## config.mk

```make
export PLATFORM = sky130hd
export DESIGN_NAME = amr_alarm_monitor_relay
export DESIGN_NICKNAME = d
export VERILOG_FILES = /design/src/rtl/amr_alarm_monitor_relay.v
export VERILOG_INCLUDE_DIRS = /design/src /design/src/rtl
export SDC_FILE = /design/constraint.sdc
export NUM_CORES = 1
export LEC_CHECK = 0
export BUFFER_PORTS_ARGS = -buffer_cell sky130_fd_sc_hd__buf_4
export CAP_MARGIN = 0
export CORE_ASPECT_RATIO = 1.2
export CORE_MARGIN = 2
export CORE_UTILIZATION = 40
export CTS_CLUSTER_DIAMETER = 150
export DETAILED_ROUTE_END_ITERATION = 16
export SLEW_MARGIN = 20
export SYNTH_ARGS = -nofsm -noshare
export SYNTH_HDL_FRONTEND = slang
export SYNTH_SLANG_ARGS = --single-unit
export TNS_END_PERCENT = 5
```

## constraint.sdc

```tcl
create_clock -name CLK_IN -period 3.4 [get_ports CLK_IN]
set_input_delay 0.34 -clock CLK_IN [delete_from_list [all_inputs] [get_ports CLK_IN]]
set_output_delay 0.34 -clock CLK_IN [all_outputs]
set_load 0.005 [all_outputs]
```

## src/rtl/amr_defines.vh

```
`ifndef AMR_DEFINES_VH
`define AMR_DEFINES_VH

// Register byte offsets
`define AMR_OFF_CTRL 8'h00
`define AMR_OFF_RELAY_SEL 8'h04
`define AMR_OFF_WDOG_TMO 8'h08
`define AMR_OFF_LOG_CFG 8'h0C
`define AMR_OFF_COND 8'h10
`define AMR_OFF_INT_STAT 8'h14
`define AMR_OFF_INT_CLR 8'h18
`define AMR_OFF_INT_EN 8'h1C

// Control register fields
`define AMR_CTRL_WDOG_EN 0
`define AMR_CTRL_LOG_SW 1
`define AMR_CTRL_LOG_MENU 2
`define AMR_CTRL_LOG_DIN 3
`define AMR_CTRL_REDUCE 4

// Reset values
`define AMR_RST_CTRL 5'h00
`define AMR_RST_RELAY_SEL 12'hFFF
`define AMR_RST_WDOG_TMO 16'h03E8
`define AMR_RST_LOG_CH 4'hA
`define AMR_RST_LOG_INT 8'h01

// Alarm vector bit positions
`define AMR_A_AUX_HIGH 0
`define AMR_A_LINE_LOSS 1
`define AMR_A_AUX_LOW 2
`define AMR_A_BAKEOUT 3
`define AMR_A_HEATER 4
`define AMR_A_ILIMIT 5
`define AMR_A_PHASE 6
`define AMR_A_CARD 7
`define AMR_A_SHORT 8
`define AMR_A_OVERTEMP 9
`define AMR_A_UNBAL 10
`define AMR_A_WDOG 11
`define AMR_NUM_ALARMS 12

// Logging limits
`define AMR_LOG_MAX_CH 4'hA
`define AMR_LOG_MIN_S 8'h01

// Timing
`define AMR_CLK_PERIOD_NS 5
`define AMR_MS_NS 1000000
`define AMR_S_MS 1000
`define AMR_BLINK_HALF_MS 500

`endif

```

## src/rtl/amr_alarm_monitor_relay.v

```verilog
`timescale 1ns/10ps
`include "amr_defines.vh"
// Operation
// - Lamp lit while any alarm other than bakeout persists
// - Selected alarm other than bakeout de-energizes relay
// - Relay energized only on aux power, no tripping alarm
// - Configurable alarm combination drives relay
// - Flash matching message while condition persists
// - Watchdog timeout raises error, load power off
// - Overtemperature trips relay, holds load off
// - Current limit flagged; reduce on some variants
// - Line loss while electronics otherwise powered
// - Stuck switch with continuous output alarms
// - Unbalanced load alarm names offending leg
// - Heater break on high load resistance
// - Card fitted but access fails: error
// - Log up to ten parameters, one second minimum
// - Logging enabled by host, menu or input
module amr_alarm_monitor_relay #(
    parameter MS_CYCLES = `AMR_MS_NS / `AMR_CLK_PERIOD_NS
) (
    input wire CLK_IN, // System clock, 200 MHz
    input wire RESET_N_IN, // Synchronous reset, active low
    input wire PSEL_IN, // APB select
    input wire PENABLE_IN, // APB enable
    input wire PWRITE_IN, // APB direction
    input wire [7:0] PADDR_IN, // APB byte address
    input wire [31:0] PWDATA_IN, // APB write data
    output wire [31:0] PRDATA_OUT, // APB read data
    output wire PREADY_OUT, // APB ready
    output wire PSLVERR_OUT, // APB error, unmapped address
    input wire AUX_HIGH_IN, // Aux voltage above maximum
    input wire AUX_LOW_IN, // Aux voltage below minimum
    input wire LINE_PRESENT_IN, // Line power present
    input wire ELEC_POWERED_IN, // Electronics powered by any source
    input wire AUX_POWERED_IN, // Electronics fed by aux input
    input wire BAKEOUT_ACTIVE_IN, // Bakeout function running
    input wire LOAD_RES_HIGH_IN, // Load resistance above expected
    input wire CURRENT_OVER_IN, // Current above limit
    input wire PHASE_LOSS_IN, // One or more phases missing
    input wire CARD_PRESENT_IN, // Memory card fitted
    input wire CARD_FAIL_IN, // Card read or write failed
    input wire SWITCH_STUCK_IN, // Power switch stuck conducting
    input wire OUTPUT_CONT_ON_IN, // Output on continuously
    input wire OVERTEMP_IN, // Switch temperature sensor hot
    input wire [2:0] LEG_OUT_TOL_IN, // Per-leg balance out of tolerance
    input wire COMM_RX_IN, // Serial/USB receive activity line
    input wire LOG_DIN_IN, // Digital input for logging
    output wire ALARM_LAMP_OUT, // Front-panel alarm lamp
    output wire RELAY_ENERGIZE_OUT, // Alarm relay coil drive
    output wire [11:0] DISPLAY_MSG_OUT, // Active message set
    output wire DISPLAY_ALT_OUT, // Upper display shows messages
    output wire DISPLAY_FLASH_OUT, // Flash phase, high means visible
    output wire LOAD_POWER_OFF_OUT, // Force load power off
    output wire OUTPUT_REDUCE_OUT, // Reduce output for current limit
    output wire [2:0] UNBAL_LEG_OUT, // Legs out of tolerance
    output wire LOG_ACTIVE_OUT, // Logging running
    output wire LOG_SAMPLE_OUT, // One-cycle log sample strobe
    output wire [3:0] LOG_CHANNELS_OUT, // Parameters per sample
    output wire IRQ_OUT // Interrupt, level
);

    localparam NSYNC = 19;
    localparam [31:0] MS_MAX = MS_CYCLES - 1;

    ////////////////////////////////////////////////////////////////////
    // Input synchronisers
    wire [NSYNC-1:0] raw_in;
    reg [NSYNC-1:0] s1_ff;
    reg [NSYNC-1:0] s2_ff;
    assign raw_in = {LOG_DIN_IN, COMM_RX_IN, LEG_OUT_TOL_IN, OVERTEMP_IN,
                     OUTPUT_CONT_ON_IN, SWITCH_STUCK_IN, CARD_FAIL_IN,
                     CARD_PRESENT_IN, PHASE_LOSS_IN, CURRENT_OVER_IN,
                     LOAD_RES_HIGH_IN, BAKEOUT_ACTIVE_IN, AUX_POWERED_IN,
                     ELEC_POWERED_IN, LINE_PRESENT_IN, AUX_LOW_IN, AUX_HIGH_IN};

    genvar gi;
    generate
        for (gi = 0; gi < NSYNC; gi = gi + 1) begin : g_sync
            always @(posedge CLK_IN) begin
                if (!RESET_N_IN) begin
                    s1_ff[gi] <= 1'b0;
                    s2_ff[gi] <= 1'b0;
                end else begin
                    s1_ff[gi] <= raw_in[gi];
                    s2_ff[gi] <= s1_ff[gi];
                end
            end
        end
    endgenerate

    wire aux_high = s2_ff[0];
    wire line_present = s2_ff[2];
    wire aux_low = s2_ff[1];
    wire elec_powered = s2_ff[3];
    wire aux_powered = s2_ff[4];
    wire bakeout = s2_ff[5];
    wire res_high = s2_ff[6];
    wire curr_over = s2_ff[7];
    wire phase_loss = s2_ff[8];
    wire card_present = s2_ff[9];
    wire card_fail = s2_ff[10];
    wire sw_stuck = s2_ff[11];
    wire out_cont_on = s2_ff[12];
    wire overtemp = s2_ff[13];
    wire [2:0] legs = s2_ff[16:14];
    wire comm_rx = s2_ff[17];
    wire log_din = s2_ff[18];

    ////////////////////////////////////////////////////////////////////
    // Configuration registers
    reg [4:0] ctrl_ff;
    reg [11:0] relay_sel_ff;
    reg [15:0] wdog_tmo_ff;
    reg [3:0] log_ch_ff;
    reg [7:0] log_int_ff;
    reg [11:0] int_stat_ff;
    reg [11:0] int_en_ff;
    reg [31:0] prdata_ff;
    reg pready_ff;
    reg pslverr_ff;

    ////////////////////////////////////////////////////////////////////
    // Millisecond tick and flash divider
    reg [31:0] ms_cnt_ff;
    reg ms_tick_ff;
    reg [9:0] blink_cnt_ff;
    reg flash_ff;

    always @(posedge CLK_IN) begin
        if (!RESET_N_IN) begin
            ms_cnt_ff <= 32'h0000_0000;
            ms_tick_ff <= 1'b0;
        end else if (ms_cnt_ff >= MS_MAX) begin
            ms_cnt_ff <= 32'h0000_0000;
            ms_tick_ff <= 1'b1;
        end else begin
            ms_cnt_ff <= ms_cnt_ff + 32'h0000_0001;
            ms_tick_ff <= 1'b0;
        end
    end

    always @(posedge CLK_IN) begin
        if (!RESET_N_IN) begin
            blink_cnt_ff <= 10'h000;
            flash_ff <= 1'b1;
        end else if (ms_tick_ff) begin
            if (blink_cnt_ff >= `AMR_BLINK_HALF_MS - 1) begin
                blink_cnt_ff <= 10'h000;
                flash_ff <= ~flash_ff;
            end else begin
                blink_cnt_ff <= blink_cnt_ff + 10'h001;
            end
        end
    end

    ////////////////////////////////////////////////////////////////////
    // Communication watchdog
    reg rx_prev_ff;
    reg [15:0] wdog_cnt_ff;
    reg wdog_err_ff;
    wire rx_seen = comm_rx ^ rx_prev_ff;

    // Any line edge counts as traffic; error clears on the next one
    always @(posedge CLK_IN) begin
        if (!RESET_N_IN) begin
            rx_prev_ff <= 1'b0;
            wdog_cnt_ff <= 16'h0000;
            wdog_err_ff <= 1'b0;
        end else begin
            rx_prev_ff <= comm_rx;
            if (!ctrl_ff[`AMR_CTRL_WDOG_EN] || rx_seen) begin
                wdog_cnt_ff <= 16'h0000;
                wdog_err_ff <= 1'b0;
            end else if (ms_tick_ff) begin
                if (wdog_cnt_ff >= wdog_tmo_ff) begin
                    wdog_err_ff <= 1'b1;
                end else begin
                    wdog_cnt_ff <= wdog_cnt_ff + 16'h0001;
                end
            end
        end
    end

    ////////////////////////////////////////////////////////////////////
    // Alarm aggregation
    reg [11:0] alarms;
    always @* begin
        alarms = 12'h000;
        alarms[`AMR_A_AUX_HIGH] = aux_high;
        alarms[`AMR_A_LINE_LOSS] = ~line_present & elec_powered;
        alarms[`AMR_A_AUX_LOW] = aux_low;
        alarms[`AMR_A_BAKEOUT] = bakeout;
        alarms[`AMR_A_HEATER] = res_high;
        alarms[`AMR_A_ILIMIT] = curr_over;
        alarms[`AMR_A_PHASE] = phase_loss;
        alarms[`AMR_A_CARD] = card_present & card_fail;
        alarms[`AMR_A_SHORT] = sw_stuck & out_cont_on;
        alarms[`AMR_A_OVERTEMP] = overtemp;
        alarms[`AMR_A_UNBAL] = |legs;
        alarms[`AMR_A_WDOG] = wdog_err_ff;
    end

    // Bakeout is a status message, not a fault, so it skips lamp and relay
    wire [11:0] fault_mask = ~(12'h001 << `AMR_A_BAKEOUT);
    wire [11:0] faults = alarms & fault_mask;
    // Overtemperature always trips the relay whatever the selection
    wire [11:0] relay_mask = relay_sel_ff | (12'h001 << `AMR_A_OVERTEMP);
    wire relay_trip = |(faults & relay_mask);

    reg lamp_ff;
    reg relay_ff;
    reg [11:0] msg_ff;
    reg alt_ff;
    reg power_off_ff;
    reg reduce_ff;
    reg [2:0] legs_ff;
    reg [11:0] alarms_prev_ff;

    always @(posedge CLK_IN) begin
        if (!RESET_N_IN) begin
            lamp_ff <= 1'b0;
            relay_ff <= 1'b0;
            msg_ff <= 12'h000;
            alt_ff <= 1'b0;
            power_off_ff <= 1'b1;
            reduce_ff <= 1'b0;
            legs_ff <= 3'h0;
            alarms_prev_ff <= 12'h000;
        end else begin
            lamp_ff <= |faults;
            relay_ff <= aux_powered & ~relay_trip;
            msg_ff <= alarms;
            alt_ff <= |alarms;
            power_off_ff <= overtemp | wdog_err_ff;
            reduce_ff <= curr_over & ctrl_ff[`AMR_CTRL_REDUCE];
            legs_ff <= legs;
            alarms_prev_ff <= alarms;
        end
    end

    ////////////////////////////////////////////////////////////////////
    // Data logging
    reg [9:0] sec_cnt_ff;
    reg [7:0] log_sec_ff;
    reg log_act_ff;
    reg log_smp_ff;
    wire log_on = ctrl_ff[`AMR_CTRL_LOG_SW] | ctrl_ff[`AMR_CTRL_LOG_MENU] |
                  (ctrl_ff[`AMR_CTRL_LOG_DIN] & log_din);
    wire sec_tick = ms_tick_ff && (sec_cnt_ff >= `AMR_S_MS - 1);

    always @(posedge CLK_IN) begin
        if (!RESET_N_IN) begin
            sec_cnt_ff <= 10'h000;
            log_sec_ff <= 8'h00;
            log_act_ff <= 1'b0;
            log_smp_ff <= 1'b0;
        end else begin
            log_act_ff <= log_on;
            log_smp_ff <= 1'b0;
            if (!log_on) begin
                sec_cnt_ff <= 10'h000;
                log_sec_ff <= 8'h00;
            end else if (ms_tick_ff) begin
                sec_cnt_ff <= sec_tick ? 10'h000 : sec_cnt_ff + 10'h001;
                if (sec_tick) begin
                    // Interval register clamped to at least one second
                    if (log_sec_ff + 8'h01 >= log_int_ff) begin
                        log_sec_ff <= 8'h00;
                        log_smp_ff <= 1'b1;
                    end else begin
                        log_sec_ff <= log_sec_ff + 8'h01;
                    end
                end
            end
        end
    end

    ////////////////////////////////////////////////////////////////////
    // APB slave, one wait state so read data leaves a flip-flop
    wire apb_access = PSEL_IN & PENABLE_IN & ~pready_ff;
    wire apb_done = PSEL_IN & PENABLE_IN & pready_ff;
    wire apb_wr = apb_done & PWRITE_IN & ~pslverr_ff;
    reg mapped;
    reg [31:0] rd_mux;

    always @* begin
        mapped = 1'b1;
        rd_mux = 32'h0000_0000;
        case (PADDR_IN)
            `AMR_OFF_CTRL: rd_mux = {27'h0, ctrl_ff};
            `AMR_OFF_RELAY_SEL: rd_mux = {20'h0, relay_sel_ff};
            `AMR_OFF_WDOG_TMO: rd_mux = {16'h0, wdog_tmo_ff};
            `AMR_OFF_LOG_CFG: rd_mux = {16'h0, log_int_ff, 4'h0, log_ch_ff};
            `AMR_OFF_COND: rd_mux = {15'h0, log_act_ff, 1'b0, legs_ff, msg_ff};
            `AMR_OFF_INT_STAT: rd_mux = {20'h0, int_stat_ff};
            `AMR_OFF_INT_CLR: rd_mux = 32'h0000_0000;
            `AMR_OFF_INT_EN: rd_mux = {20'h0, int_en_ff};
            default: mapped = 1'b0;
        endcase
    end

    always @(posedge CLK_IN) begin
        if (!RESET_N_IN) begin
            pready_ff <= 1'b0;
            pslverr_ff <= 1'b0;
            prdata_ff <= 32'h0000_0000;
        end else begin
            pready_ff <= apb_access;
            pslverr_ff <= apb_access & ~mapped;
            if (apb_access && !PWRITE_IN) begin
                prdata_ff <= rd_mux;
            end
        end
    end

    always @(posedge CLK_IN) begin
        if (!RESET_N_IN) begin
            ctrl_ff <= `AMR_RST_CTRL;
            relay_sel_ff <= `AMR_RST_RELAY_SEL;
            wdog_tmo_ff <= `AMR_RST_WDOG_TMO;
            log_ch_ff <= `AMR_RST_LOG_CH;
            log_int_ff <= `AMR_RST_LOG_INT;
            int_en_ff <= 12'h000;
        end else if (apb_wr) begin
            case (PADDR_IN)
                `AMR_OFF_CTRL: ctrl_ff <= PWDATA_IN[4:0];
                `AMR_OFF_RELAY_SEL: relay_sel_ff <= PWDATA_IN[11:0];
                `AMR_OFF_WDOG_TMO: wdog_tmo_ff <= PWDATA_IN[15:0];
                `AMR_OFF_LOG_CFG: begin
                    log_ch_ff <= (PWDATA_IN[3:0] > `AMR_LOG_MAX_CH) ?
                                 `AMR_LOG_MAX_CH : PWDATA_IN[3:0];
                    log_int_ff <= (PWDATA_IN[15:8] < `AMR_LOG_MIN_S) ?
                                  `AMR_LOG_MIN_S : PWDATA_IN[15:8];
                end
                `AMR_OFF_INT_EN: int_en_ff <= PWDATA_IN[11:0];
                default: ctrl_ff <= ctrl_ff;
            endcase
        end
    end

    ////////////////////////////////////////////////////////////////////
    // Interrupts: rising alarm sets sticky bit; set beats clear
    wire [11:0] rise = alarms & ~alarms_prev_ff;
    wire clr_wr = apb_wr && (PADDR_IN == `AMR_OFF_INT_CLR);
    wire [11:0] clr_bits = clr_wr ? PWDATA_IN[11:0] : 12'h000;
    reg irq_ff;

    always @(posedge CLK_IN) begin
        if (!RESET_N_IN) begin
            int_stat_ff <= 12'h000;
            irq_ff <= 1'b0;
        end else begin
            int_stat_ff <= (int_stat_ff & ~clr_bits) | rise;
            irq_ff <= |(((int_stat_ff & ~clr_bits) | rise) & int_en_ff);
        end
    end

    ////////////////////////////////////////////////////////////////////
    // Outputs
    assign PRDATA_OUT = prdata_ff;
    assign PREADY_OUT = pready_ff;
    assign PSLVERR_OUT = pslverr_ff;
    assign ALARM_LAMP_OUT = lamp_ff;
    assign RELAY_ENERGIZE_OUT = relay_ff;
    assign DISPLAY_MSG_OUT = msg_ff;
    assign DISPLAY_ALT_OUT = alt_ff;
    assign DISPLAY_FLASH_OUT = flash_ff;
    assign LOAD_POWER_OFF_OUT = power_off_ff;
    assign OUTPUT_REDUCE_OUT = reduce_ff;
    assign UNBAL_LEG_OUT = legs_ff;
    assign LOG_ACTIVE_OUT = log_act_ff;
    assign LOG_SAMPLE_OUT = log_smp_ff;
    assign LOG_CHANNELS_OUT = log_ch_ff;
    assign IRQ_OUT = irq_ff;

endmodule // amr_alarm_monitor_relay

```

==> run metrics <==
outcome=complete, no violations; DR vias=just under 8000; worst vdd ir=373 µV; n_diodes=0; pwr/cell area=approximately 500 nW/µm²; filler cell count=around 2300; Layout Nets=around 1300; Synth top area share=0.467; worst hold slack=0.0253 ns; Initial Util=0.408; boundary pin count=126; initial antenna violation count=0; P&R area growth vs syn=17.9%; All-Layer GR Usage=0.186; dominant cell type by area after synthesis=dfxtp_1; synthesized flop and latch total=about 230; clock tree buffer depth=3; Max Clock Freq=between 300 and 400 MHz; final period utilization=0.739; LEAKAGE=between 0.004 and 0.005 µW; Hold WC Path Type=in -> reg; Cell Rows=62; Final setup viols=0; clock skew=around 0.016 ns; Num CTS Buffers=25; post-cts sizing count=0; Slew headroom=0.541; Multi-input gate area=a little under 5000 µm²; Slew Limit Fails=0; Wirelength per Cell=15.8 µm; Remaining Overflow, GRT=0; hold_buf cts=0; largest net degree at the start of global routing=between 40 and 50; final wirelength=around 24000 µm; Post-Route Setup TNS=0 ns; vias per cell=slightly above 5; CTS Sinks=approximately 230; critical path arrival=2.95 ns; Total Power=roughly 5600 µW; Max Fanout on Critical Path=7; Die X=between 100 and 150 µm; H-tree depth=1; Top FF cell, synth=dfxtp_1; Worst Tran Pin Value=0.686 ns; max cap viols=0; share of cells above drive strength 1=0.138; Yosys warnings=0; vias in the first global route=around 7400; DRC=0; Seq. cell area=approximately 4600 µm²; cells after synthesis=1100; top cells by area, synth=dfxtp_1, nand2_1, a21oi_1; Syn Area/Cell=8.93 µm²; Cell Area, Synth=a little under 10000 µm²; Clock Latency Late Sink=0.52 ns; WS Path Type=reg -> reg; CTS clk-pin slew, worst paths=0.06 ns; CTS tree=done; Iteration-0 DRC Markers=about 360; asr flop ratio synth=0; post-synthesis cell type count=58; core area=roughly 24000 µm²; placed inst area=approximately 11000 µm²; DRT Pass-1 Iters=4; Post-DRT Antenna Nets=0; fin crit period=2.51 ns; Crit. End Element=flop; RSZ-0062 raised after global routing=no; final instance area=~12000 µm²; Seq/Total Area, Yosys=0.467; Post-DP HPWL=~17000 µm; RD Place Congestion=roughly 0.84; first-pass GRT wire length=just under 40000 µm; clk root buf=clkbuf_16; Port Buffers=between 90 and 100; Setup crit start kind=flop; Die Y=between 150 and 200 µm; EDFF count, synth=0; Die ar.=25800 µm²; total setup buffers inserted after CTS=0; final number of hold-violating endpoints=0; CP required=between 3 and 4 ns
cell families (layout without fill, tap and decap cells):
kind of cell,Yosys count,count (layout),share of synthesized area
flops,229,229,0.467
other cells,1,29,0.000382
compound gates,190,190,0.121
xor+xnor,38,38,0.0339
buf+inv,99,186,0.0489
fa+ha+maj,29,29,0.0370
mux,37,37,0.0479
simple gates,477,477,0.244
metrics by stage:
stage | setup WS [ns] | utilization | instances
final | 0.888 | 0.481 | 1535
after global routing | 0.671 | 0.481 | 1535
after CTS | 0.886 | 0.481 | 1535
after detailed placement | 0.750 | 0.448 | 1492
after global placement | 0.784 | 0.448 | 1492
after floorplan | 1.18 | - | 1128
sequential cells by signal, summed over array words and instances (netlist names), 3 cells and up:
signal            count
s1_ff                19
sec_cnt_ff           10
int_stat_ff          12
ctrl_ff               5
legs                  3
wdog_tmo_ff          16
UNBAL_LEG_OUT         3
log_int_ff            8
LOG_CHANNELS_OUT      4
log_sec_ff            8
PRDATA_OUT           17
int_en_ff            12
relay_sel_ff         12
wdog_cnt_ff          16
blink_cnt_ff         10
ms_cnt_ff            32
alarms_prev_ff       12
area by class of cell:
cell class / instances / area share
clock buffer: 36 / 0.0611
sequential: 229 / 0.396
clock inverter: 7 / 0.00810
timing repair buffer: 106 / 0.0687
multi-input combinational: 800 / 0.420
inverter: 37 / 0.0120
tap: 320 / 0.0346
layer usage:
layer,track usage,up-vias,part of all wire
met5,0,-,0
met4,0.0545,0,0.025
met3,0.0273,40,0.045
met2,0.315,157,0.48
met1,0.246,3679,0.45
li1,-,3950,-
cell usage after synthesis (all sizes together), types with 13 or more instances:
library cell  number
ha                29
buf               31
nand4             21
nor2              95
inv               37
o21ai             26
xnor2             13
and3              16
nand2            164
o31ai             16
mux2i             29
nand2b            17
clkbuf            31
dfxtp            229
and2              59
a21oi             75
xor2              25
o211ai            18
nor2b             13
nand3             45
worst max-delay path, stage by stage, from the launching register on:
cell and delay [ns]:
dfxtp_1 0.41, ha_1 0.21, nand3_1 0.12, nor2_1 0.16, xor2_1 0.25, ha_1 0.29, a21oi_1 0.13, nor2b_1 0.08
nor3_2 0.35, o21ai_0 0.21, o21ai_0 0.21
power breakdown:
part           internal (µW)  switching, µW
Clock                   1590           1060
Combinational            104            130
Sequential              2730           26.8
final timing paths:
kind	endpoint	slack, ns	startpoint	cells after the start
worst max-delay path	log_sec_ff[0]	0.89	log_sec_ff[0]	10
worst min-delay path	s1_ff[1]	0.03	AUX_LOW_IN	2
worst max register to register	log_sec_ff[0]	0.89	log_sec_ff[0]	10
worst min register to register	aux_high	0.43	s1_ff[0]	1
cell usage in the layout (no fill, tap or decap), drive strengths merged, types with 36 or more instances in the layout:
master,Yosys,final
buf,31,106
nand2,164,164
dfxtp,229,229
clkbuf,31,36
and2,59,59
nor2,95,95
a21oi,75,75
inv,37,38
nand3,45,45
Note: power is estimated with default switching activity, not from simulation.
